<file path="src/rtl/bfc_consts.svh">
// bit positions, register offsets and reset values of the flag-control block
`ifndef BFC_CONSTS_SVH
`define BFC_CONSTS_SVH
`define BFC_FLAG_C 0
`define BFC_FLAG_Z 1
`define BFC_FLAG_N 2
`define BFC_FLAG_V 3
`define BFC_FLAG_S 4
`define BFC_FLAG_H 5
`define BFC_FLAG_T 6
`define BFC_FLAG_I 7
`define BFC_FLAGS_RST 8'h00
`define BFC_ADDR_FLAGS 2'h0
`define BFC_ADDR_RESULT 2'h1
`define BFC_ADDR_STATUS 2'h2
`define BFC_ADDR_CTRL 2'h3
`define BFC_STAT_HALT 1
`define BFC_STAT_SLEEP 2
`define BFC_STAT_WDOG 3
`define BFC_STAT_BRK 4
`define BFC_CTRL_DBG 0
`define BFC_CTRL_RST 1'b0
`define BFC_RESULT_RST 8'h00
`endif

</file>
<file path="src/rtl/bfc_pkg.sv">
// types of the flag-control block
package bfc_pkg;
	typedef enum logic [4:0] {
		no_operation_op,
		bit_to_transfer_flag_op,
		transfer_flag_to_bit_op,
		generic_flag_raise_op,
		generic_flag_drop_op,
		carry_raise_op,
		carry_drop_op,
		negative_raise_op,
		negative_drop_op,
		zero_flag_raise_op,
		zero_flag_drop_op,
		global_irq_enable_op,
		global_irq_disable_op,
		sign_flag_raise_op,
		sign_flag_drop_op,
		overflow_flag_raise_op,
		overflow_flag_drop_op,
		transfer_flag_raise_op,
		transfer_flag_drop_op,
		half_carry_drop_op,
		arith_shift_right_op,
		nibble_swap_op,
		sleep_op,
		watchdog_restart_op,
		debug_break_op
	} bfc_op_t;

	typedef enum logic [0:0] {
		bfc_run,
		bfc_halt
	} bfc_state_t;

	typedef struct packed {
		bfc_state_t state;
		logic ready;
		logic [7:0] flags;
		logic [7:0] result;
		logic [7:0] wb_data;
		logic wb_we;
		logic sleep;
		logic wdog;
		logic brk;
		logic dbg_en;
		logic [7:0] seen;
		logic [7:0] rdata;
	} bfc_regs_t;
endpackage

</file>
<file path="src/rtl/bfc_alu.sv">
// data path of the bit, shift and swap operations
`timescale 1ns/1ps
module bfc_alu
	import bfc_pkg::*;
(
	input wire bfc_op_t op_i, // operation
	input wire logic [2:0] sel_i, // bit index
	input wire logic [7:0] src_i, // register operand
	input wire logic t_i, // transfer flag
	output logic [7:0] result_o, // value to write back
	output logic result_we_o, // write back wanted
	output logic bit_o, // selected source bit
	output logic [3:0] shift_flags_o // v n z c of shift
);
	logic [7:0] ins;
	logic [7:0] shr_res;

	genvar i;
	generate
		for (i = 0; i < 8; i++)
		begin : g_ins
			assign ins[i] = (sel_i == 3'(i)) ? t_i : src_i[i];
		end
	endgenerate

	assign shr_res = {src_i[7], src_i[7:1]};
	assign bit_o = src_i[sel_i];
	assign shift_flags_o = {src_i[7] ^ src_i[0], src_i[7], shr_res == 8'h00, src_i[0]};

	always_comb
	begin
		result_o = src_i;
		result_we_o = 1'b0;
		case (op_i)
			arith_shift_right_op:
			begin
				result_o = shr_res;
				result_we_o = 1'b1;
			end
			nibble_swap_op:
			begin
				result_o = {src_i[3:0], src_i[7:4]};
				result_we_o = 1'b1;
			end
			transfer_flag_to_bit_op:
			begin
				result_o = ins;
				result_we_o = 1'b1;
			end
			default:
			begin
				result_o = src_i;
				result_we_o = 1'b0;
			end
		endcase
	end
endmodule

</file>
<file path="src/rtl/bfc_exec.sv">
// execution of bit, flag and core-control operations
//
// Our own choices: the register offsets and the plain strobed port.
`timescale 1ns/1ps
`include "bfc_consts.svh"
// Function
// - bit store copies source bit into T
// - bit load writes T into register bit
// - overflow raise sets V only
// - overflow drop clears V only
// - sign raise sets S only
// - sign drop clears S only
// - half carry drop clears H only
// - sleep pulses sleep request, flags kept
// - watchdog restart pulses, flags kept
// - break acts only with debug enabled
module bfc_exec
	import bfc_pkg::*;
(
	input wire logic clk_i, // 40 MHz clock
	input wire logic resetn_i, // sync reset, active low
	input wire logic en_i, // clock enable
	input wire logic op_valid_i, // operation offered
	input wire bfc_op_t op_i, // operation code
	input wire logic [2:0] op_sel_i, // bit or flag index
	input wire logic [7:0] src_i, // register operand
	input wire logic dbg_resume_i, // debugger resumes core
	input wire logic [1:0] bus_addr_i, // register address
	input wire logic [7:0] bus_wdata_i, // write data
	input wire logic bus_wr_i, // write strobe
	input wire logic bus_rd_i, // read strobe
	output logic [7:0] bus_rdata_o, // read data, cycle after strobe
	output logic op_ready_o, // operation can be taken
	output logic [7:0] flags_o, // status flags register
	output logic [7:0] wb_data_o, // write back value
	output logic wb_we_o, // write back pulse
	output logic sleep_req_o, // sleep entry pulse
	output logic wdog_restart_o, // watchdog restart pulse
	output logic break_halt_o // core halted by break
);
	localparam bfc_regs_t RST = '{
		state: bfc_run,
		ready: 1'b1,
		flags: `BFC_FLAGS_RST,
		result: `BFC_RESULT_RST,
		dbg_en: `BFC_CTRL_RST,
		default: '0
	};

	bfc_regs_t st_r;
	bfc_regs_t st_nxt;
	logic take;
	logic [7:0] flags_base;
	logic [7:0] alu_res;
	logic alu_we;
	logic alu_bit;
	logic [3:0] sh_flags;

	bfc_alu u_alu (
		.op_i(op_i),
		.sel_i(op_sel_i),
		.src_i(src_i),
		.t_i(st_r.flags[`BFC_FLAG_T]),
		.result_o(alu_res),
		.result_we_o(alu_we),
		.bit_o(alu_bit),
		.shift_flags_o(sh_flags)
	);

	// halted core refuses operations; ready is registered, so no comb path to op_valid_i
	assign take = en_i && op_valid_i && st_r.ready;

	// software write lands first; an operation in the same cycle overrides its own bits
	assign flags_base = (bus_wr_i && bus_addr_i == `BFC_ADDR_FLAGS) ? bus_wdata_i : st_r.flags;

	always_comb
	begin
		st_nxt = st_r;
		st_nxt.flags = flags_base;
		st_nxt.wb_we = 1'b0;
		st_nxt.sleep = 1'b0;
		st_nxt.wdog = 1'b0;
		st_nxt.brk = 1'b0;
		st_nxt.rdata = 8'h00;
		if (bus_wr_i && bus_addr_i == `BFC_ADDR_CTRL)
			st_nxt.dbg_en = bus_wdata_i[`BFC_CTRL_DBG];
		// write one to clear; an event in the same cycle still sets
		if (bus_wr_i && bus_addr_i == `BFC_ADDR_STATUS)
			st_nxt.seen = st_r.seen & ~bus_wdata_i;
		if (take)
		begin
			if (alu_we)
			begin
				st_nxt.wb_data = alu_res;
				st_nxt.wb_we = 1'b1;
				st_nxt.result = alu_res;
			end
			case (op_i)
				bit_to_transfer_flag_op:
					st_nxt.flags[`BFC_FLAG_T] = alu_bit;
				generic_flag_raise_op:
					st_nxt.flags[op_sel_i] = 1'b1;
				generic_flag_drop_op:
					st_nxt.flags[op_sel_i] = 1'b0;
				carry_raise_op:
					st_nxt.flags[`BFC_FLAG_C] = 1'b1;
				carry_drop_op:
					st_nxt.flags[`BFC_FLAG_C] = 1'b0;
				negative_raise_op:
					st_nxt.flags[`BFC_FLAG_N] = 1'b1;
				negative_drop_op:
					st_nxt.flags[`BFC_FLAG_N] = 1'b0;
				zero_flag_raise_op:
					st_nxt.flags[`BFC_FLAG_Z] = 1'b1;
				zero_flag_drop_op:
					st_nxt.flags[`BFC_FLAG_Z] = 1'b0;
				global_irq_enable_op:
					st_nxt.flags[`BFC_FLAG_I] = 1'b1;
				global_irq_disable_op:
					st_nxt.flags[`BFC_FLAG_I] = 1'b0;
				transfer_flag_raise_op:
					st_nxt.flags[`BFC_FLAG_T] = 1'b1;
				transfer_flag_drop_op:
					st_nxt.flags[`BFC_FLAG_T] = 1'b0;
				sign_flag_raise_op:
					st_nxt.flags[`BFC_FLAG_S] = 1'b1;
				sign_flag_drop_op:
					st_nxt.flags[`BFC_FLAG_S] = 1'b0;
				overflow_flag_raise_op:
					st_nxt.flags[`BFC_FLAG_V] = 1'b1;
				overflow_flag_drop_op:
					st_nxt.flags[`BFC_FLAG_V] = 1'b0;
				half_carry_drop_op:
					st_nxt.flags[`BFC_FLAG_H] = 1'b0;
				arith_shift_right_op:
				begin
					st_nxt.flags[`BFC_FLAG_V] = sh_flags[3];
					st_nxt.flags[`BFC_FLAG_N] = sh_flags[2];
					st_nxt.flags[`BFC_FLAG_Z] = sh_flags[1];
					st_nxt.flags[`BFC_FLAG_C] = sh_flags[0];
				end
				sleep_op:
				begin
					st_nxt.sleep = 1'b1;
					st_nxt.seen[`BFC_STAT_SLEEP] = 1'b1;
				end
				watchdog_restart_op:
				begin
					st_nxt.wdog = 1'b1;
					st_nxt.seen[`BFC_STAT_WDOG] = 1'b1;
				end
				debug_break_op:
				begin
					// without debug enabled the break is a plain no-op
					if (st_r.dbg_en)
					begin
						st_nxt.brk = 1'b1;
						st_nxt.seen[`BFC_STAT_BRK] = 1'b1;
					end
				end
				default:
				begin
				end
			endcase
		end
		case (st_r.state)
			bfc_run:
				if (take && op_i == debug_break_op && st_r.dbg_en)
					st_nxt.state = bfc_halt;
			bfc_halt:
				if (dbg_resume_i)
					st_nxt.state = bfc_run;
			default:
				st_nxt.state = bfc_run;
		endcase
		st_nxt.ready = (st_nxt.state == bfc_run);
		if (bus_rd_i)
		begin
			case (bus_addr_i)
				`BFC_ADDR_FLAGS: st_nxt.rdata = st_r.flags;
				`BFC_ADDR_RESULT: st_nxt.rdata = st_r.result;
				`BFC_ADDR_STATUS:
				begin
					st_nxt.rdata = st_r.seen;
					st_nxt.rdata[`BFC_STAT_HALT] = (st_r.state == bfc_halt);
				end
				default: st_nxt.rdata = {7'h00, st_r.dbg_en};
			endcase
		end
	end

	always_ff @(posedge clk_i)
	begin
		if (!resetn_i)
			st_r <= RST;
		else if (en_i)
			st_r <= st_nxt;
	end

	assign bus_rdata_o = st_r.rdata;
	assign op_ready_o = st_r.ready;
	assign flags_o = st_r.flags;
	assign wb_data_o = st_r.wb_data;
	assign wb_we_o = st_r.wb_we;
	assign sleep_req_o = st_r.sleep;
	assign wdog_restart_o = st_r.wdog;
	assign break_halt_o = (st_r.state == bfc_halt);

	// helpers seen only by the checks
	localparam logic [7:0] M_T = 8'h01 << `BFC_FLAG_T;
	localparam logic [7:0] M_V = 8'h01 << `BFC_FLAG_V;
	localparam logic [7:0] M_S = 8'h01 << `BFC_FLAG_S;
	localparam logic [7:0] M_H = 8'h01 << `BFC_FLAG_H;
	logic sel_bit;
	logic [7:0] shr_exp;
	logic [7:0] swap_exp;
	logic sleep_take;
	logic wdog_take;
	assign sel_bit = src_i[op_sel_i];
	assign shr_exp = {src_i[7], src_i[7:1]};
	assign swap_exp = {src_i[3:0], src_i[7:4]};
	// a pulse may stand on: same op taken again, or clock enable low
	assign sleep_take = take && op_i == sleep_op;
	assign wdog_take = take && op_i == watchdog_restart_op;
endmodule

</file>
<file path="config.mk">
export PLATFORM = sky130hd
export DESIGN_NAME = bfc_exec
export DESIGN_NICKNAME = d
export VERILOG_FILES = /design/src/rtl/bfc_pkg.sv /design/src/rtl/bfc_alu.sv /design/src/rtl/bfc_exec.sv
export VERILOG_INCLUDE_DIRS = /design/src /design/src/rtl
export SDC_FILE = /design/constraint.sdc
export NUM_CORES = 1
export LEC_CHECK = 0
export ABC_AREA = 1
export ABC_CLOCK_PERIOD_IN_PS = 1500
export BUFFER_PORTS_ARGS = -buffer_cell sky130_fd_sc_hd__clkbuf_2
export CAP_MARGIN = 40
export CORE_MARGIN = 2
export CORE_UTILIZATION = 40
export CTS_CLUSTER_DIAMETER = 50
export CTS_CLUSTER_SIZE = 20
export DETAILED_ROUTE_END_ITERATION = 7
export PLACE_DENSITY = 0.63
export SLEW_MARGIN = 25
export SYNTH_ARGS = -nofsm -noshare
export SYNTH_HDL_FRONTEND = slang
export SYNTH_SLANG_ARGS = --single-unit
</file>
<file path="constraint.sdc">
create_clock -name clk_i -period 1.5 [get_ports clk_i]
set_input_delay 0 -clock clk_i [delete_from_list [all_inputs] [get_ports clk_i]]
set_output_delay 0 -clock clk_i [all_outputs]
set_load 0.01 [all_outputs]
</file>
==> flow_summary_export.csv <==
group,metric,value,unit
sta,clock.fmax,724,MHz
critical_path,cpLargestDelayFamily,"simple AND/OR/NAND/NOR gates",
critical_path,slowest_delay,0.41,ns
run_status,status,"completed",
clock_network,cts_made_buffers,5,
synth,synth_edf_count,0,
detailed_routing,wire_per_inst,14.9,µm
pwr,ir_worst_vdd,537,µV
synth,synth-compound-area-share,20.7,%
synth,ys_seq_elements,37,
die,die_h,85.3,µm
synth,synth_mux_area_share,0,%
critical_path,worst_ep_arrival_time,1.63,ns
die,die_area,7280,µm²
critical_path,r2r_cells,6,
clock_network,clk_pin_slew,0.08,ns
clock_network,root_buffer,"clkbuf_8",
placement,port_buffers,61,
die,rows,29,
detailed_routing,drt_first_pass_iters,5,
finish,fin_area,3100,µm²
global_route,grt_pass1_vias,2731,
detailed_routing,via_count,3000,
sta,whs,0.0314,ns
finish,fill_cells,679,
sta,skew,0.00922,ns
pwr,intPower,0.00182,W
finish,drive_above_1_share,21.0,%
global_route,grt_use_total,23.1,%
pwr,p_seq_share,41.0,%
synth,synth_top_area_share,28.0,%
clock_network,htreeDepth,2,
clock_network,cts_tree,"done",
global_route,grt_pass1_wl,13500,µm
pwr,power_frac_clock,41.5,%
sta,hold_viol,0,
synth,syn_avg_cell_area,6.14,µm²
synth,yosys-top-cells-area,"dfxtp_1 (28%), nand2_1 (17%), a21oi_1 (7.9%)",
synth,synthSimpleGateAreaFrac,34.4,%
synth,synth-async-reset-ratio,0,%
critical_path,start_kind,"register",
hold_path,hold_path_depth,4,
pwr,p_switching,0.000688,W
sta,setup-violations-final,0,
sta,rsz0062_at_grt,"no",
critical_path,cp_max_fo,7,
detailed_routing,via_per_inst,5.37,
placement,post-place-cells,546,
sta,setup-tns-final,0,ns
critical_path,crit_type,"register to register",
critical_path,path_cells,"nand3_4, clkinv_1, nand4_1, or2_1, a21oi_1, o21a_1",
synth,ys_types,33,
finish,syn_to_final_growth,17.1,%
global_route,grt_overflow_total,0,
synth,synth_flop_cell,"dfxtp_1",
finish,diodes,0,
synth,synthCells,431,
die,start_util,41.4,%
sta,fin_crit_sh,92.1,%
placement,place_area,2910,µm²
pwr,swShare,27.5,%
detailed_routing,drc,0,
critical_path,cpMaxStageDelayCell,"dfxtp_1",
global_route,antenna_found_initial,0,
synth,synth_area_leader_cell,"dfxtp_1",
clock_network,clk_path_buf_depth,2,
critical_path,critPathCaptureType,"register",
clock_network,cts_num_sinks,37,
sta,slew_headroom,65.9,%
global_route,grt_max_degree,18,
sta,maxSlewViolCount,0,
finish,finalNetCount,514,
placement,place_congestion,0.935,
pwr,p_leak,1.47,nW
detailed_routing,routed_wl,8360,µm
finish,fin_cells,559,
sta,tightest_slew,0.511,ns
synth,ys_seq_area_share,28.0,%
die,die-width,85.3,µm
die,core-area,6390,µm²
critical_path,cp.required,1.75,ns
synth,syn_area,2650,µm²
flow_run,max_cap_viol_count,0,
synth,synthTopCellsByCount,"nand2_1 (120), inv_1 (43), a21oi_1 (42)",
pwr,pwr-share-comb,17.4,%
synth,synth_top_family_by_area,"simple AND/OR/NAND/NOR gates",
critical_path,crit_buf_inv,1,
synth,synthXorXnorAreaFrac,0.331,%
clock_network,clkLatencyLatePin,0.30,ns
placement,place_hpwl,6450,µm
hold_path,hold_path.class,"input port to register",
synth,synthAdderAreaFrac,0,%
detailed_routing,drtAntennaViolNets,0,
critical_path,cp.depth,6,
synth,yosysMostFrequentCell,"nand2_1",
die,io_pins,62,
detailed_routing,drt_iter0_markers,271,
sta,min_period,1.38,ns
synth,syn-num-nets,464,
pwr,p_per_area,809,nW/µm²
synth,ys_warn_count,0,
==> kinds of logic (layout without fill, tap and decap cells) <==
kind of cell | count (synthesis) | count (layout)
and+or+nand+nor | 208 | 208
AOI/OAI and AO/OA | 100 | 100
buffers and inverters | 85 | 136
DFF | 37 | 37
xor gates and xnor gates | 1 | 1
==> through the flow <==
step,util (%),worst slack (ns),total power (W)
2_1_floorplan,-,0.128,0.00132
3_3_place_gp,45.5,0.152,0.00147
3_5_place_dp,45.5,0.106,0.00147
4_1_cts,48.4,0.0765,0.00250
5_1_grt,48.5,0.0240,0.00260
6_report,48.5,0.119,0.00251
==> sequential cells by signal (all words and copies together), names as in the netlist <==
signal and cells:
bus_rdata_o 8, op_ready_o 1, sleep_req_o 1, wb_we_o 1, wb_data_o 8, break_halt_o 1
st_r 8, wdog_restart_o 1, flags_o 8
==> routing by layer <==
metal  global-route usage, %  share of wire, %
met5                       0                 0
met4                    4.91               1.3
met3                    5.45               7.7
met2                    37.0                45
met1                    31.7                46
==> worst min-delay path: cells and delay by family <==
family,cells,cell delay (ns)
buffers and inverters,2,0.16
AND/OR/NAND/NOR,2,0.12
==> power groups by stage <==
stage | Combinational [W] | Clock [W] | Sequential [W]
final | 0.000437 | 0.00104 | 0.00103
after floorplan | 0.000276 | 0 | 0.00104
after detailed placement | 0.000416 | 0 | 0.00105
after CTS | 0.000429 | 0.00104 | 0.00103
after global routing | 0.000489 | 0.00108 | 0.00103
after global placement | 0.000416 | 0 | 0.00105
==> worst paths after layout <==
| kind | from | endpoint | slack [ns] |
|---|---|---|---|
| max | op_ready_o$_SDFFE_PN1P_ | break_halt_o$_SDFFE_PN0P_ | 0.12 |
| min | bus_wdata_i[0] | st_r[8]$_SDFFE_PN0P_ | 0.03 |
| max reg2reg | op_ready_o$_SDFFE_PN1P_ | break_halt_o$_SDFFE_PN0P_ | 0.12 |
| min reg2reg | st_r[14]$_SDFFE_PN0P_ | st_r[14]$_SDFFE_PN0P_ | 0.46 |
==> layout by cell type, fill, tap and decap left out <==
cell type and instances:
nor2_1 28, nand4_1 5, xor2_1 1, inv_1 43
clkinv_1 2, nand3_1 39, buf_4 13, a21oi_1 42
nand3_4 2, o2111ai_1 1, a21oi_2 2, o211ai_1 2
clkbuf_8 5, o21a_1 1, o21ai_2 1, nand3_2 2
nor2_4 2, nand2_1 120, a21boi_0 1, inv_2 3
o22ai_1 6, nor3_1 3, clkbuf_2 61, a31oi_1 2
buf_12 1, nor2_2 3, a21oi_4 1, and2_1 1
nand2_2 2, or2_1 1, dlygate4sd3_1 5, dfxtp_1 37
bufinv_16 2, o21ai_0 41, clkinv_2 1
==> timing repair <==
action,4_1_cts,5_1_grt
resized for setup,0,1
buffers inserted,0,0
endpoints found under the hold margin,5,0
setup endpoints to repair,0,2
hold buffers,5,0
==> cell type report <==
class / count / area [µm²] / area share (%)
flip-flops and latches: 37 / 741 / 23.9
inverters: 48 / 180 / 5.82
multi-input cells: 309 / 1470 / 47.6
well taps: 77 / 96.3 / 3.11
clock buffers: 5 / 68.8 / 2.22
repair buffers: 80 / 473 / 15.3
clock inverters: 3 / 65.1 / 2.10
Note: power is estimated with default switching activity, not from simulation.
